===== config.mk =====
export PLATFORM = sky130hd
export DESIGN_NAME = tws_slave
export DESIGN_NICKNAME = d
export VERILOG_FILES = /design/src/hdl/tws_pkg.sv /design/src/hdl/tws_slave.sv
export SDC_FILE = /design/constraint.sdc
export NUM_CORES = 1
export LEC_CHECK = 0
export BUFFER_PORTS_ARGS = -buffer_cell sky130_fd_sc_hd__buf_2
export CAP_MARGIN = 20
export CORE_MARGIN = 4
export CORE_UTILIZATION = 62
export CTS_BUF_LIST = sky130_fd_sc_hd__clkbuf_2 sky130_fd_sc_hd__clkbuf_4 sky130_fd_sc_hd__clkbuf_8
export DETAILED_ROUTE_END_ITERATION = 10
export PLACE_DENSITY = 0.88
export SLEW_MARGIN = 20
export SYNTH_ARGS = -nofsm -noshare
export SYNTH_HDL_FRONTEND = slang
export SYNTH_SLANG_ARGS = --single-unit
export TNS_END_PERCENT = 5

===== constraint.sdc =====
create_clock -name sys_clk -period 4.15 [get_ports sys_clk]
set_clock_uncertainty 0.1 [all_clocks]
set_input_delay 0.415 -clock sys_clk [delete_from_list [all_inputs] [get_ports sys_clk]]
set_output_delay 0.415 -clock sys_clk [all_outputs]
set_load 0.005 [all_outputs]

===== src/hdl/tws_pkg.sv =====
// Package with register map, field layout and timing constants of the slave
package tws_pkg;
    // Register byte offsets
    localparam logic [7:0] OFF_CTRL0 = 8'h00;
    localparam logic [7:0] OFF_CTRL1 = 8'h04;
    localparam logic [7:0] OFF_ADDR = 8'h08;
    localparam logic [7:0] OFF_DATA = 8'h0C;
    localparam logic [7:0] OFF_TOC = 8'h10;
    // First control register fields
    localparam int CTRL0_MODE_LSB = 0;
    localparam int CTRL0_EN_BIT = 3;
    localparam logic [2:0] MODE_TWO_WIRE = 3'b110;
    localparam logic [7:0] CTRL0_RESET = 8'h00;
    // Second control register fields
    localparam int CTRL1_MATCH_BIT = 6;
    localparam int CTRL1_BUSY_BIT = 5;
    localparam int CTRL1_TXSEL_BIT = 4;
    localparam int CTRL1_TXACK_BIT = 3;
    localparam int CTRL1_SRW_BIT = 2;
    localparam int CTRL1_RXACK_BIT = 0;
    localparam logic RXACK_RESET = 1'b1;
    // Own address and data reset values
    localparam logic [6:0] ADDR_RESET = 7'h00;
    localparam logic [7:0] DATA_RESET = 8'h00;
    // Time-out control register fields
    localparam int TOC_EN_BIT = 7;
    localparam int TOC_FLAG_BIT = 6;
    localparam logic [7:0] TOC_RESET = 8'h00;
    // Sub-clock prescale and byte length
    localparam int TO_PRESCALE = 32;
    localparam logic [4:0] TO_PRESCALE_LAST = 5'(TO_PRESCALE - 1);
    localparam logic [3:0] BYTE_BITS = 4'h8;

    // Bus-side serial states
    typedef enum logic [2:0] {
        ST_IDLE, ST_ADDR, ST_ADDR_ACK, ST_HOLD, ST_RX, ST_RX_ACK, ST_TX, ST_TX_ACK
    } tws_state_e;

    // Sampled bus lines
    typedef struct packed {
        logic scl;
        logic sda;
    } tws_pins_in_s;

    // Open-drain pin drive, enables low while pulling the line low
    typedef struct packed {
        logic sclOut;
        logic sclOeN;
        logic sdaOut;
        logic sdaOeN;
    } tws_pins_out_s;
endpackage


===== src/hdl/tws_slave.sv =====
// Two-wire bus slave with lock-up time-out and APB register access
// Function
// - Slave active only with mode 110 and enable
// - SDA fall with SCL high sets busy
// - Shift seven address bits, match sets flag, interrupt
// - Eighth bit stored as master read flag
// - Acknowledge matched address low on ninth clock
// - Interrupt from match, byte done, time-out
// - Stretch clock until data written or read
// - Transmit select chooses send or receive
// - Data bytes eight bits, MSB first
// - Receiver acknowledges ninth clock with ack level
// - No master acknowledge: release, await stop
// - Shared data register holds received/transmit bytes
// - Time-out starts on match, cleared by SCL fall
// - Stop condition halts the time-out counter
// - Period is (select plus one) times 32 sub-clocks
// - Time-out stops counter, clears enable, sets flag
// - Time-out resets slave and second control register
// - Software may clear the time-out flag
// - Received ack flag zero when master acknowledged
//
// Added by the designer: the APB slave port and the register offsets.
module tws_slave
    import tws_pkg::*;
(
    // Clock, reset, enable
    input wire logic sys_clk,
    input wire logic rst,
    input wire logic clkEn,
    // APB slave
    input wire logic psel,
    input wire logic penable,
    input wire logic pwrite,
    input wire logic [7:0] paddr,
    input wire logic [31:0] pwdata,
    output logic [31:0] prdata,
    output logic pready,
    output logic pslverr,
    // Sub-clock strobe, one cycle per sub-clock period
    input wire logic subClkTick,
    // Two-wire bus pins
    input wire tws_pins_in_s pinsIn,
    output tws_pins_out_s pinsOut,
    // Module interrupt pulse
    output logic irqPulse
);
    // Software-visible registers
    logic [7:0] ctrl0Q;
    logic [6:0] ownAddrQ;
    logic [7:0] dataQ;
    logic [7:0] tocQ;
    // Second control register flags
    logic matchQ, busyQ, txSelQ, txAckQ, srwQ, rxAckQ;
    // Serial engine state
    tws_state_e stateQ;
    logic [7:0] shiftQ;
    logic [3:0] bitCntQ;
    logic sclPrevQ, sdaPrevQ;
    logic sclOeNQ, sdaOeNQ;
    // Time-out counters
    logic toRunQ;
    logic [4:0] preCntQ;
    logic [5:0] perCntQ;
    // Interrupt and APB answer
    logic irqQ;
    logic [31:0] prdataQ;
    logic preadyQ, pslverrQ;

    // APB decode
    wire logic apbAccess = psel & penable;
    wire logic apbDone = apbAccess & preadyQ;
    wire logic selCtrl0 = paddr == OFF_CTRL0;
    wire logic selCtrl1 = paddr == OFF_CTRL1;
    wire logic selAddr = paddr == OFF_ADDR;
    wire logic selData = paddr == OFF_DATA;
    wire logic selToc = paddr == OFF_TOC;
    wire logic mapped = selCtrl0 | selCtrl1 | selAddr | selData | selToc;
    wire logic wrDone = apbDone & pwrite & mapped;
    wire logic wrCtrl0 = wrDone & selCtrl0;
    wire logic wrCtrl1 = wrDone & selCtrl1;
    wire logic wrAddr = wrDone & selAddr;
    wire logic wrData = wrDone & selData;
    wire logic wrToc = wrDone & selToc;
    wire logic rdData = apbDone & ~pwrite & selData;

    // Read data selection
    wire logic [7:0] ctrl1Rd = {1'b0, matchQ, busyQ, txSelQ, txAckQ, srwQ, 1'b0, rxAckQ};
    wire logic [7:0] rdByte = selCtrl0 ? ctrl0Q :
                              selCtrl1 ? ctrl1Rd :
                              selAddr ? {1'b0, ownAddrQ} :
                              selData ? dataQ :
                              selToc ? tocQ : 8'h00;

    wire logic active = ctrl0Q[CTRL0_EN_BIT] & (ctrl0Q[CTRL0_MODE_LSB +: 3] == MODE_TWO_WIRE);

    // Bus condition detection
    wire logic sclRise = pinsIn.scl & ~sclPrevQ;
    wire logic sclFall = ~pinsIn.scl & sclPrevQ;
    // start is SDA falling while SCL high
    wire logic startCond = pinsIn.scl & sclPrevQ & sdaPrevQ & ~pinsIn.sda;
    // Stop is SDA rising while SCL high
    wire logic stopCond = pinsIn.scl & sclPrevQ & ~sdaPrevQ & pinsIn.sda;
    wire logic byteDone = bitCntQ == BYTE_BITS;
    // seven address bits against own address
    wire logic addrHit = shiftQ[7:1] == ownAddrQ;

    // prescale by 32, then select plus one periods
    wire logic preWrap = subClkTick & (preCntQ == TO_PRESCALE_LAST);
    wire logic toCounting = toRunQ & tocQ[TOC_EN_BIT] & active;
    // expiry when the last prescaled period ends
    wire logic toExpire = toCounting & ~sclFall & preWrap & (perCntQ == tocQ[5:0]);

    // APB answer, one wait state
    // Registered so read data and ready come straight from flops
    always_ff @(posedge sys_clk) begin
        if (rst) begin
            preadyQ <= 1'b0;
            prdataQ <= 32'h0000_0000;
            pslverrQ <= 1'b0;
        end else if (clkEn) begin
            preadyQ <= apbAccess & ~preadyQ;
            prdataQ <= (apbAccess & ~preadyQ & ~pwrite) ? {24'h00_0000, rdByte} : 32'h0000_0000;
            pslverrQ <= apbAccess & ~preadyQ & ~mapped;
        end
    end

    // First control and own address, untouched by time-out
    always_ff @(posedge sys_clk) begin
        if (rst) begin
            ctrl0Q <= CTRL0_RESET;
            ownAddrQ <= ADDR_RESET;
        end else if (clkEn) begin
            if (wrCtrl0) begin
                ctrl0Q <= pwdata[7:0];
            end
            if (wrAddr) begin
                ownAddrQ <= pwdata[6:0];
            end
        end
    end

    // Time-out control register
    always_ff @(posedge sys_clk) begin
        if (rst) begin
            tocQ <= TOC_RESET;
        end else if (clkEn) begin
            if (wrToc) begin
                tocQ <= pwdata[7:0];
            end
            if (toExpire) begin
                tocQ[TOC_EN_BIT] <= 1'b0;
                tocQ[TOC_FLAG_BIT] <= 1'b1;
            end
        end
    end

    // Time-out counters
    // Cleared on every SCL fall, so only a stalled bus expires
    always_ff @(posedge sys_clk) begin
        if (rst) begin
            toRunQ <= 1'b0;
            preCntQ <= 5'h00;
            perCntQ <= 6'h00;
        end else if (clkEn) begin
            if (!active || toExpire || stopCond) begin
                toRunQ <= 1'b0;
                preCntQ <= 5'h00;
                perCntQ <= 6'h00;
            end else if (stateQ == ST_ADDR && sclFall && byteDone && addrHit) begin
                toRunQ <= 1'b1;
                preCntQ <= 5'h00;
                perCntQ <= 6'h00;
            end else if (sclFall) begin
                // each SCL fall restarts from zero
                preCntQ <= 5'h00;
                perCntQ <= 6'h00;
            end else if (toCounting && subClkTick) begin
                preCntQ <= preCntQ + 5'h01;
                if (preWrap) begin
                    perCntQ <= perCntQ + 6'h01;
                end
            end
        end
    end

    // Serial engine, second control register and data register
    always_ff @(posedge sys_clk) begin
        if (rst) begin
            stateQ <= ST_IDLE;
            shiftQ <= 8'h00;
            bitCntQ <= 4'h0;
            sclPrevQ <= 1'b1;
            sdaPrevQ <= 1'b1;
            sclOeNQ <= 1'b1;
            sdaOeNQ <= 1'b1;
            matchQ <= 1'b0;
            busyQ <= 1'b0;
            txSelQ <= 1'b0;
            txAckQ <= 1'b0;
            srwQ <= 1'b0;
            rxAckQ <= RXACK_RESET;
            dataQ <= DATA_RESET;
            irqQ <= 1'b0;
        end else if (clkEn) begin
            // Previous line levels for edge detection
            sclPrevQ <= pinsIn.scl;
            sdaPrevQ <= pinsIn.sda;
            irqQ <= 1'b0;
            if (wrCtrl1) begin
                txSelQ <= pwdata[CTRL1_TXSEL_BIT];
                txAckQ <= pwdata[CTRL1_TXACK_BIT];
            end
            // software writes the shared data register
            if (wrData) begin
                dataQ <= pwdata[7:0];
            end
            if (!active || toExpire) begin
                // slave logic and second control to reset state
                stateQ <= ST_IDLE;
                bitCntQ <= 4'h0;
                sclOeNQ <= 1'b1;
                sdaOeNQ <= 1'b1;
                matchQ <= 1'b0;
                busyQ <= 1'b0;
                txSelQ <= 1'b0;
                txAckQ <= 1'b0;
                srwQ <= 1'b0;
                rxAckQ <= RXACK_RESET;
                irqQ <= toExpire;
            end else if (startCond) begin
                busyQ <= 1'b1;
                matchQ <= 1'b0;
                stateQ <= ST_ADDR;
                bitCntQ <= 4'h0;
                sclOeNQ <= 1'b1;
                sdaOeNQ <= 1'b1;
            end else if (stopCond) begin
                busyQ <= 1'b0;
                matchQ <= 1'b0;
                stateQ <= ST_IDLE;
                sclOeNQ <= 1'b1;
                sdaOeNQ <= 1'b1;
            end else begin
                unique case (stateQ)
                    ST_IDLE: begin
                        sdaOeNQ <= 1'b1;
                    end
                    ST_ADDR: begin
                        if (sclRise && !byteDone) begin
                            shiftQ <= {shiftQ[6:0], pinsIn.sda};
                            bitCntQ <= bitCntQ + 4'h1;
                        end else if (sclFall && byteDone) begin
                            if (addrHit) begin
                                matchQ <= 1'b1;
                                irqQ <= 1'b1;
                                srwQ <= shiftQ[0];
                                // pull SDA low for ninth clock
                                sdaOeNQ <= 1'b0;
                                stateQ <= ST_ADDR_ACK;
                            end else begin
                                stateQ <= ST_IDLE;
                            end
                        end
                    end
                    ST_ADDR_ACK: begin
                        if (sclFall) begin
                            sdaOeNQ <= 1'b1;
                            sclOeNQ <= 1'b0;
                            stateQ <= ST_HOLD;
                        end
                    end
                    ST_HOLD: begin
                        if (wrData && txSelQ) begin
                            shiftQ <= pwdata[7:0];
                            sdaOeNQ <= pwdata[7];
                            // Stretch kept one more cycle for data setup
                            bitCntQ <= 4'h0;
                            stateQ <= ST_TX;
                        end else if (rdData && !txSelQ) begin
                            sclOeNQ <= 1'b1;
                            bitCntQ <= 4'h0;
                            stateQ <= ST_RX;
                        end
                    end
                    ST_RX: begin
                        if (sclRise && !byteDone) begin
                            shiftQ <= {shiftQ[6:0], pinsIn.sda};
                            bitCntQ <= bitCntQ + 4'h1;
                        end else if (sclFall && byteDone) begin
                            dataQ <= shiftQ;
                            // ack level driven on ninth clock
                            sdaOeNQ <= txAckQ;
                            irqQ <= 1'b1;
                            stateQ <= ST_RX_ACK;
                        end
                    end
                    ST_RX_ACK: begin
                        if (sclFall) begin
                            sdaOeNQ <= 1'b1;
                            sclOeNQ <= 1'b0;
                            stateQ <= ST_HOLD;
                        end
                    end
                    ST_TX: begin
                        if (!sclOeNQ) begin
                            // transmit releases after data write
                            // MSB is already on SDA, so a master that let
                            // SCL go early still sees valid setup
                            sclOeNQ <= 1'b1;
                        end else if (sclFall) begin
                            bitCntQ <= bitCntQ + 4'h1;
                            shiftQ <= {shiftQ[6:0], 1'b0};
                            if (bitCntQ == BYTE_BITS - 4'h1) begin
                                // Release SDA for the master's ack
                                sdaOeNQ <= 1'b1;
                                stateQ <= ST_TX_ACK;
                            end else begin
                                sdaOeNQ <= shiftQ[6];
                            end
                        end
                    end
                    ST_TX_ACK: begin
                        // sample master ack at ninth clock
                        if (sclRise) begin
                            rxAckQ <= pinsIn.sda;
                        end else if (sclFall) begin
                            irqQ <= 1'b1;
                            if (!rxAckQ) begin
                                sclOeNQ <= 1'b0;
                                stateQ <= ST_HOLD;
                            end else begin
                                // no ack, line released, await stop
                                sdaOeNQ <= 1'b1;
                                stateQ <= ST_IDLE;
                            end
                        end
                    end
                endcase
            end
        end
    end

    // Outputs straight from flip-flops
    assign prdata = prdataQ;
    assign pready = preadyQ;
    assign pslverr = pslverrQ;
    assign irqPulse = irqQ;
    assign pinsOut = '{sclOut: 1'b0, sclOeN: sclOeNQ, sdaOut: 1'b0, sdaOeN: sdaOeNQ};
endmodule // tws_slave


==> Word level (Yosys, flattened, before mapping) <==
Index checks and enable logic that the tools add are counted.
{ "totals": {"in_bits": 49, "out_inout_bits": 39, "ff_bits": 103} }
{ "classes": {"muxes": 122, "addsub": 3, "reduce_logical": 52, "eq_ne": 47, "n_bitwise": 43} }
{ "ops": {"columns": ["operator", "count"], "rows": [
  ["$mux 8", 18],
  ["$ne 5x5->1 const B", 14],
  ["$mux 1", 63],
  ["$mux 3", 15],
  ["$mux 4", 8],
  ["$mux 6", 5],
  ["$and 1x1->1", 28],
  ["$reduce_and 13->1", 2],
  ["$pmux 8 s3", 1],
  ["$mux 5", 4],
  ["$reduce_bool 4->1", 5],
  ["$pmux 3 s6", 1],
  ["$eq 8x4->1 const B", 2],
  ["$reduce_and 2->1", 8],
  ["$reduce_bool 2->1", 8],
  ["$eq 3x3->1 const B", 5],
  ["$reduce_and 7->1", 2],
  ["$ne 4x4->1 const B", 3],
  ["$pmux 4 s3", 1],
  ["$not 1->1", 11],
  ["$reduce_and 5->1", 2],
  ["$reduce_and 9->1", 1],
  ["$reduce_bool 9->1", 1],
  ["$eq 8x3->1 const B", 1],
  ["other kinds (35)", 58]
]} }

==> Longest topological paths before layout <==
Gate-level depths: netlist (run 1).
{ "logic_depth": {"depth_word": 14, "mapped_depth": 9, "depth_no_buf": 8} }

==> Worst setup path before layout (run 1) <==
OpenSTA, ideal clock, no wires.
{ "synth_timing": {"path_type": "input port to flip-flop", "from": "input port paddr[1]", "to": "register shiftQ[0]", "cell_stages": 6, "required_ns": 3.929, "path_slack_ns": 1.579, "arrival_time_ns": 2.351, "path_cell_list": "or4_4 -> nor4b_2 -> nand2_1 -> o21a_1 -> nor4_4 -> mux2_2"} }
{ "synth_via": {"elab_chain_cells": 10, "elab_cells_between_ends": 14, "classes_between": "5 x eq/ne; 6 x bitwise; 3 x reduce/logical"} }
{ "synth_lines": {"columns": ["item", "line_no", "rtl"], "rows": [
  ["start: declaration", "tws_slave.sv:35", "input wire logic [7:0] paddr,"],
  ["$eq 8x3->1 / $logic_not 8->1 (equally long branches)", "tws_slave.sv:74, tws_slave.sv:73", null],
  ["$or 1x1->1 (4 in a row)", "tws_slave.sv:78", "wire logic mapped = selCtrl0 | selCtrl1 | selAddr | selData | selToc;"],
  ["$and 1x1->1", "tws_slave.sv:79", "wire logic wrDone = apbDone & pwrite & mapped;"],
  ["$and 1x1->1 (*)", "tws_slave.sv:83", "wire logic wrData = wrDone & selData;"],
  ["$logic_and 1x1->1 (*)", "tws_slave.sv:274", "if (wrData && txSelQ) begin"],
  ["$ne 2x2->1 (no line) (*)", null, null],
  ["$reduce_and 9->1 (no line) (*)", null, null],
  ["end signal: assignment", "tws_slave.sv:275", "shiftQ <= pwdata[7:0];"],
  ["end signal: assignment", "tws_slave.sv:288", "shiftQ <= {shiftQ[6:0], pinsIn.sda};"],
  ["end signal: assignment", "tws_slave.sv:313", "shiftQ <= {shiftQ[6:0], 1'b0};"],
  ["end: declaration", "tws_slave.sv:57", "logic [7:0] shiftQ;"]
]} }
Every way passes the cells marked *; elsewhere a longest branch is shown, timed or not.
A chain may end at the register's enable or synchronous reset.

==> Worst setup path after layout (run 1) <==
{ "layout_timing": {"from": "register ctrl0Q[3]", "to": "register sclOeNQ"} }
{ "layout_via": {"elab_chain_cells": 8, "elab_cells_between_ends": 16, "classes_between": "6 x eq/ne; 1 x mux; 5 x bitwise; 4 x reduce/logical"} }
{ "layout_lines": {"columns": ["item", "line_no", "rtl"], "rows": [
  ["start: declaration", "tws_slave.sv:49", "logic [7:0] ctrl0Q;"],
  ["start signal: assignment", "tws_slave.sv:135", "ctrl0Q <= pwdata[7:0];"],
  ["$and 1x1->1 (*)", "tws_slave.sv:95", "wire logic active = ctrl0Q[CTRL0_EN_BIT] & (ctrl0Q[CTRL0_MODE_LSB +: 3] == MODE_TWO_WIRE);"],
  ["$and 1x1->1", "tws_slave.sv:110", "wire logic toCounting = toRunQ & tocQ[TOC_EN_BIT] & active;"],
  ["$and 1x1->1 (3 in a row)", "tws_slave.sv:112", "wire logic toExpire = toCounting & ~sclFall & preWrap & (perCntQ == tocQ[5:0]);"],
  ["$logic_or 1x1->1 (*)", "tws_slave.sv:218", "if (!active || toExpire) begin"],
  ["$ne 5x5->1 (no line), or another cell as far along", null, null],
  ["$reduce_and 8->1 (no line)", null, null],
  ["end signal: assignment", "tws_slave.sv:222", "sclOeNQ <= 1'b1;"],
  ["end signal: assignment", "tws_slave.sv:236", "sclOeNQ <= 1'b1;"],
  ["end signal: assignment", "tws_slave.sv:242", "sclOeNQ <= 1'b1;"],
  ["end: declaration", "tws_slave.sv:60", "logic sclOeNQ, sdaOeNQ;"]
]} }
Marked as above.

==> results of run 1 <==
registers in the layout (all words and copies together), names as in the netlist, 4 cells and up:
signal,flops
bitCntQ,4
shiftQ,8
ownAddrQ,7
perCntQ,6
dataQ,8
prdata,8
tocQ,8
preCntQ,5
ctrl0Q,8
worst max-delay path, stage by stage (launching register included):
cell and delay (ps):
dfxtp_1 400, nand4b_1 110, buf_4 190, nor2_1 360, and4_1 650, o31ai_1 260
or4_1 540, o22a_1 200
power by group through the flow:
stage | registers [mW] | clock network [mW] | logic (mW)
after floorplan | 0.780 | 0 | 0.0807
after global placement | 0.781 | 0 | 0.0990
after detailed placement | 0.781 | 0 | 0.102
after CTS | 0.763 | 0.600 | 0.103
after global routing | 0.764 | 0.628 | 0.115
final | 0.763 | 0.596 | 0.105
per-stage QoR:
stage	hold slack (ps)	util [%]	std cells
floorplan	325	-	587
global placement	338	65.9	669
detailed placement	342	65.9	669
CTS	251	68.7	685
global route	266	68.7	685
finish	257	68.7	685
final cells by class:
type / instances / share of cell area [%]
well taps: 99 / 2.45
multi-input cells: 430 / 56.5
clock inverters: 7 / 1.56
inverters: 19 / 1.41
flip-flops and latches: 79 / 31.2
repair buffers: 42 / 4.40
clock buffers: 9 / 2.45
cells by family after synthesis:
kind of cell,count (synthesis)
compound gates,118
flops,79
xor+xnor,19
buf+inv,78
other cells,1
mux,44
simple gates,216
fa+ha+maj,7
final timing paths:
kind,startpoint,endpoint,slack (ps),depth (start not counted)
min reg2reg,dataQ[2],dataQ[2],360,2
max,ctrl0Q[3],sclOeNQ,1230,7
min,pwdata[6],ctrl0Q[6],260,3
max reg2reg,ctrl0Q[3],sclOeNQ,1230,7
cell usage in the layout (no fill, tap or decap), types with 9 or more instances in the layout:
| cell | synthesis | routed |
|---|---|---|
| nor2_1 | 66 | 66 |
| dfxtp_1 | 79 | 79 |
| conb_1 | 1 | 26 |
| clkbuf_8 | 0 | 9 |
| nor3_1 | 14 | 14 |
| nor2b_1 | 12 | 12 |
| nand2b_1 | 10 | 10 |
| mux2i_1 | 21 | 21 |
| a211oi_1 | 12 | 12 |
| nand4_1 | 9 | 9 |
| a21oi_1 | 40 | 40 |
| a22oi_1 | 9 | 9 |
| nand2_1 | 29 | 29 |
| buf_2 | 1 | 37 |
| mux2_2 | 17 | 17 |
| xor2_1 | 13 | 13 |
| o21ai_0 | 12 | 12 |
| nand3_1 | 24 | 24 |
| inv_1 | 19 | 19 |
metal layers:
| metal | routed length [µm] | GRT usage (%) | vias to the layer above | share of wire, % |
|---|---|---|---|---|
| met5 | 0 | 0 | - | 0 |
| met4 | 308 | 9.48 | 0 | 2.5 |
| met3 | 1100 | 3.95 | 44 | 9.0 |
| met2 | 5810 | 44.9 | 253 | 47 |
| met1 | 5050 | 36.6 | 2043 | 41 |
| li1 | - | - | 2019 | - |
==> impl_metrics.json, run 1 <==
{
  "outcome": "finished clean",
  "worst_hold_path_type": "in2reg",
  "design.die.area_um2": 9140,
  "clk_latency_ps": 360,
  "die_h_um": 95.6,
  "fmax_mhz": 342,
  "worstMarginPinSlew_ps": 1060,
  "ys_types": 66,
  "core-area_um2": 7370,
  "holdBufCountCts": 0,
  "setup_viol": 0,
  "ys_warn_count": 0,
  "rows": 31,
  "async_flop_share_pct": 0,
  "initial_utilization_pct": 64.5,
  "routed_wl_um": 12300,
  "worstSetupPathType": "reg2reg",
  "p_per_area_nw_per_um2": 289,
  "p_sw_mw": 0.386,
  "yosysSeqAreaShare_pct": 33.3,
  "boundaryPins": 88,
  "cts_resized": 0,
  "cp.required_ps": 4310,
  "intPower_mw": 1.08,
  "synthAdderAreaFrac_pct": 1.84,
  "nFillCells": 584,
  "place_ws_ps": 1120,
  "io_buffers": 37,
  "synth_top_family_by_area": "simple AND/OR/NAND/NOR gates",
  "swShare_pct": 26.3,
  "synth_compound_area_share_pct": 16.8,
  "cts_inserted_buffers": 9,
  "dp_hpwl_um": 9010,
  "finalSetupTns_ps": 0,
  "arrival_ps": 3080,
  "ctsLongestPathBuffers": 2,
  "first_global_vias": 4031,
  "hold_violations": 0,
  "synth.area.mux_share_pct": 11.3,
  "rsz0062_at_grt": "false",
  "fin_crit_ps": 2920,
  "grt_pass1_wl_um": 19600,
  "cts.htree.levels": 3,
  "antenna_found_initial": 0,
  "path_max_fanout": 15,
  "fin_nets": 637,
  "wire_per_inst_um": 17.9,
  "ir_worst_vdd_mv": 0.256,
  "finalWorstSetupSlack_ps": 1230,
  "track_usage_pct": 27.3,
  "ys_seq_elements": 79,
  "multiInputGateArea_um2": 2860,
  "path_clk_slew_ps": 90,
  "synth-xor-area-share_pct": 3.50,
  "vias": 4359,
  "gp_congestion": 0.912,
  "fin_crit_sh_pct": 70.4,
  "endpoint_kind": "flop",
  "initialDrtViolationCount": 346,
  "post_cts_buffers": 0,
  "fp.dieW_um": 95.6,
  "cts_tree": "yes",
  "ys_top_cells_by_area": "dfxtp_1 (33%), nor2_1 (5.2%), buf_4 (4.4%), mux2i_1 (4.4%), a21oi_1 (4.2%)",
  "synth_flop_cell": "dfxtp_1",
  "route.detailed.drc": 0,
  "post_dp_cell_area_um2": 4860,
  "area_growth_pct": 6.45,
  "fin_area_um2": 5060,
  "synthSimpleGateAreaFrac_pct": 24.5,
  "synth.most_common_cell": "dfxtp_1",
  "cts.sinks": 79,
  "synth-edff-count": 0,
  "power_frac_seq_pct": 52.1,
  "pwr-share-comb_pct": 7.2,
  "antenna_cells": 0,
  "synth_top_area_share_pct": 33.3,
  "grt_max_degree": 49,
  "worst_setup_path_start_kind": "flop",
  "synth_common_cells": "dfxtp_1 (79), nor2_1 (66), a21oi_1 (40)",
  "slew_viol_final": 0,
  "root_buffer": "clkbuf_8",
  "synth_top_area_cell": "dfxtp_1",
  "vias_per_cell": 6.36,
  "netlist_area_um2": 4760,
  "dr.pass1.iters": 5,
  "cap_violations": 0,
  "power_mw": 1.46,
  "max_slew_margin_pct": 29.3,
  "p_clk_share_pct": 40.7,
  "grt_overflow": 0,
  "p_leak_nw": 2.07,
  "avgSynthCellArea_um2": 8.46,
  "synth_cells": 562,
  "antenna_violating_nets_post_route": 0,
  "regArea_um2": 1580,
  "final_layout_size_suffix_gt1_share_pct": 16.0
}
Power figures use the tool's default switching activity.
==> run 2: changes to the inputs <==
--- a/config.mk
+++ b/config.mk
@@ -5,13 +5,14 @@
 export SDC_FILE = /design/constraint.sdc
 export NUM_CORES = 1
 export LEC_CHECK = 0
+export ABC_AREA = 1
 export BUFFER_PORTS_ARGS = -buffer_cell sky130_fd_sc_hd__buf_2
 export CAP_MARGIN = 20
 export CORE_MARGIN = 4
-export CORE_UTILIZATION = 62
+export CORE_UTILIZATION = 58
 export CTS_BUF_LIST = sky130_fd_sc_hd__clkbuf_2 sky130_fd_sc_hd__clkbuf_4 sky130_fd_sc_hd__clkbuf_8
 export DETAILED_ROUTE_END_ITERATION = 10
-export PLACE_DENSITY = 0.88
+export PLACE_DENSITY = 0.83
 export SLEW_MARGIN = 20
 export SYNTH_ARGS = -nofsm -noshare
 export SYNTH_HDL_FRONTEND = slang
==> constraint.sdc (replaced) <==
create_clock -name sys_clk -period 2.85 [get_ports sys_clk]
set_clock_uncertainty 0.1 [all_clocks]
set_input_delay 0.285 -clock sys_clk [delete_from_list [all_inputs] [get_ports sys_clk]]
set_output_delay 0.285 -clock sys_clk [all_outputs]
set_load 0.005 [all_outputs]
==> run 2 against run 1 <==
Largest cell class unchanged. Non-clock buffer count up 1. Sequential share of layout area decreased by 0.46 points. Critical path depth rose by 7. Worst hold slack got worse by 110 ps. Power is 40% higher. Final area rose by 1.5%. Synthesized cell count is 31% higher. Core utilization down 5.8 points. Via count up 13%. Sequential power is 48% higher. Critical endpoint is now shiftQ[2]. Register-to-register slack worse by 900 ps.
==> impl_metrics.json, run 2 <==
{
  "outcome": "finished clean",
  "design.die.area_um2": 9850,
  "cts_inserted_buffers": 9,
  "hold_ws_ps": 145,
  "r2r_setup_slack_ps": 320,
  "worstSetupPathType": "reg2reg",
  "synth_common_cells": "nand2_1 (161), nor2_1 (88), inv_1 (83)",
  "ys_top_cells_by_area": "dfxtp_1 (33%), nand2_1 (13%), nor2_1 (6.8%), inv_1 (6.5%), a21oi_1 (6.3%)",
  "initialDrtViolationCount": 411,
  "setup_viol": 0,
  "hold_violations": 0,
  "vias_per_cell": 5.62,
  "fmax_mhz": 396,
  "async_flop_share_pct": 0,
  "cts.htree.levels": 3,
  "avgSynthCellArea_um2": 6.58,
  "vias": 4914,
  "synth_compound_area_share_pct": 17.7,
  "first_global_vias": 4391,
  "dr.pass1.iters": 5,
  "routed_wl_um": 13200,
  "fp.dieW_um": 99.3,
  "rsz0062_at_grt": "false",
  "worst_hold_path_type": "in2reg",
  "fin_nets": 823,
  "cp.required_ps": 2990,
  "grt_max_degree": 44,
  "cts_tree": "yes",
  "worstMarginPinSlew_ps": 869,
  "cts_resized": 0,
  "ctsLongestPathBuffers": 2,
  "fin_crit_ps": 2530,
  "wire_per_inst_um": 15.1,
  "gp_congestion": 0.931,
  "antenna_found_initial": 0,
  "synth_top_area_cell": "dfxtp_1",
  "post_cts_buffers": 0,
  "area_growth_pct": 6.40,
  "path_clk_slew_ps": 80,
  "synthSimpleGateAreaFrac_pct": 31.8,
  "p_leak_nw": 2.29,
  "synth_top_area_share_pct": 32.7,
  "min-delay-start": "pwdata[3]",
  "cts.sinks": 79,
  "synthAdderAreaFrac_pct": 1.81,
  "ir_worst_vdd_mv": 0.262,
  "synth-xor-area-share_pct": 2.36,
  "ys_types": 44,
  "path_max_fanout": 12,
  "final_cell_mix": "nand2_1 (161), nor2_1 (88), inv_1 (83)",
  "ys_seq_elements": 79,
  "layout_commonest_cell": "nand2_1",
  "synth_flop_cell": "dfxtp_1",
  "finalSetupTns_ps": 0,
  "netlist_area_um2": 4830,
  "track_usage_pct": 26.7,
  "holdBufCountCts": 0,
  "nFillCells": 760,
  "antenna_violating_nets_post_route": 0,
  "worst_setup_path_start_kind": "flop",
  "cap_violations": 0,
  "arrival_ps": 2670,
  "rows": 33,
  "place_ws_ps": 373,
  "endpoint_kind": "flop",
  "grt_overflow": 0,
  "initial_utilization_pct": 59.1,
  "io_buffers": 37,
  "yosysSeqAreaShare_pct": 32.7,
  "synth.area.mux_share_pct": 0,
  "fin_crit_sh_pct": 88.7,
  "finalWorstSetupSlack_ps": 323,
  "dp_hpwl_um": 9960,
  "reg2reg_depth": 14,
  "grt_pass1_wl_um": 21300,
  "r2r-end": "shiftQ[2]",
  "min_path_cells": 3,
  "synth_cells": 734,
  "min_to": "txAckQ",
  "ys_warn_count": 0,
  "final_layout_size_suffix_gt1_share_pct": 11.9,
  "clk_latency_ps": 350,
  "core-area_um2": 8180,
  "synth.most_common_cell": "nand2_1",
  "route.detailed.drc": 0,
  "die_h_um": 99.3,
  "antenna_cells": 0,
  "max_slew_margin_pct": 42.0,
  "p_per_area_nw_per_um2": 399,
  "root_buffer": "clkbuf_8",
  "synth-edff-count": 0,
  "reg2reg_from": "preCntQ[0]",
  "boundaryPins": 88,
  "slew_viol_final": 0,
  "synth_top_family_by_area": "simple AND/OR/NAND/NOR gates"
}
-- run 2: changes by cell type after synthesis, moves of 12 or more --
cell      delta
nor2b_1     -12
inv_1       +64
a21oi_1     +21
mux2_2      -17
mux2i_1     -21
clkbuf_1    -15
o21ai_0     +35
nor2_1      +22
nand2_1    +132
nand3_1     +19
-- run 2: report_power, final --
group	internal [mW]	switching [mW]	leakage [nW]
Clock	0.301	0.409	0.0805
Sequential	1.12	0.0134	0.639
Combinational	0.0612	0.149	1.58
-- run 2: worst max-delay path: stages (launching register included) --
cell	delay, ps
dfxtp_1	390
ha_1	200
and3_1	170
ha_1	140
nand2_1	90
nor2_1	120
nand3_1	80
nor2_1	110
nand2_2	150
nand3_4	150
nor2_2	60
nand2_2	210
clkinv_1	240
nor2_1	160
nor2_1	60
-- run 2: cell type report --
class | instances | area, µm² | share of cell area [%]
inverter | 94 | 355 | 6.92
clock buffer | 9 | 124 | 2.41
multi-input combinational | 540 | 2690 | 52.3
tap | 105 | 131 | 2.56
timing repair buffer | 43 | 230 | 4.48
sequential | 79 | 1580 | 30.8
clock inverter | 5 | 27.5 | 0.536
-- run 2: metrics by stage --
step	cells	util (%)	instance area [µm²]	total power, mW
floorplan	759	-	4920	1.31
global placement	861	61.0	4990	1.35
detailed placement	861	61.0	4990	1.36
CTS	875	62.9	5140	2.05
global route	875	62.9	5140	2.13
finish	875	62.9	5140	2.05
-- run 2: routing by layer --
layer	global-route usage, %	vias to the layer above	wire length (µm)
met5	0	-	0
met4	10.6	0	361
met3	4.14	36	1070
met2	44.0	233	6200
met1	35.1	2235	5580
li1	-	2410	-
-- run 2: worst max path at each step --
stage	depth (start not counted)	slack (ps)	startpoint	to
3_5_place_dp	14	370	preCntQ[0]	shiftQ[2]
3_3_place_gp	14	490	preCntQ[0]	shiftQ[2]
5_1_grt	14	80	preCntQ[0]	shiftQ[2]
6_report	14	320	preCntQ[0]	shiftQ[2]
2_1_floorplan	14	740	preCntQ[0]	dataQ[4]
4_1_cts	14	350	preCntQ[0]	shiftQ[2]
-- run 2: cell families after synthesis --
group,count (synthesis)
AO/OA/AOI/OAI,151
flip-flops,79
buffers and inverters,140
other,1
XOR/XNOR,13
AND/OR/NAND/NOR,343
adder cells (fa/ha/maj),7
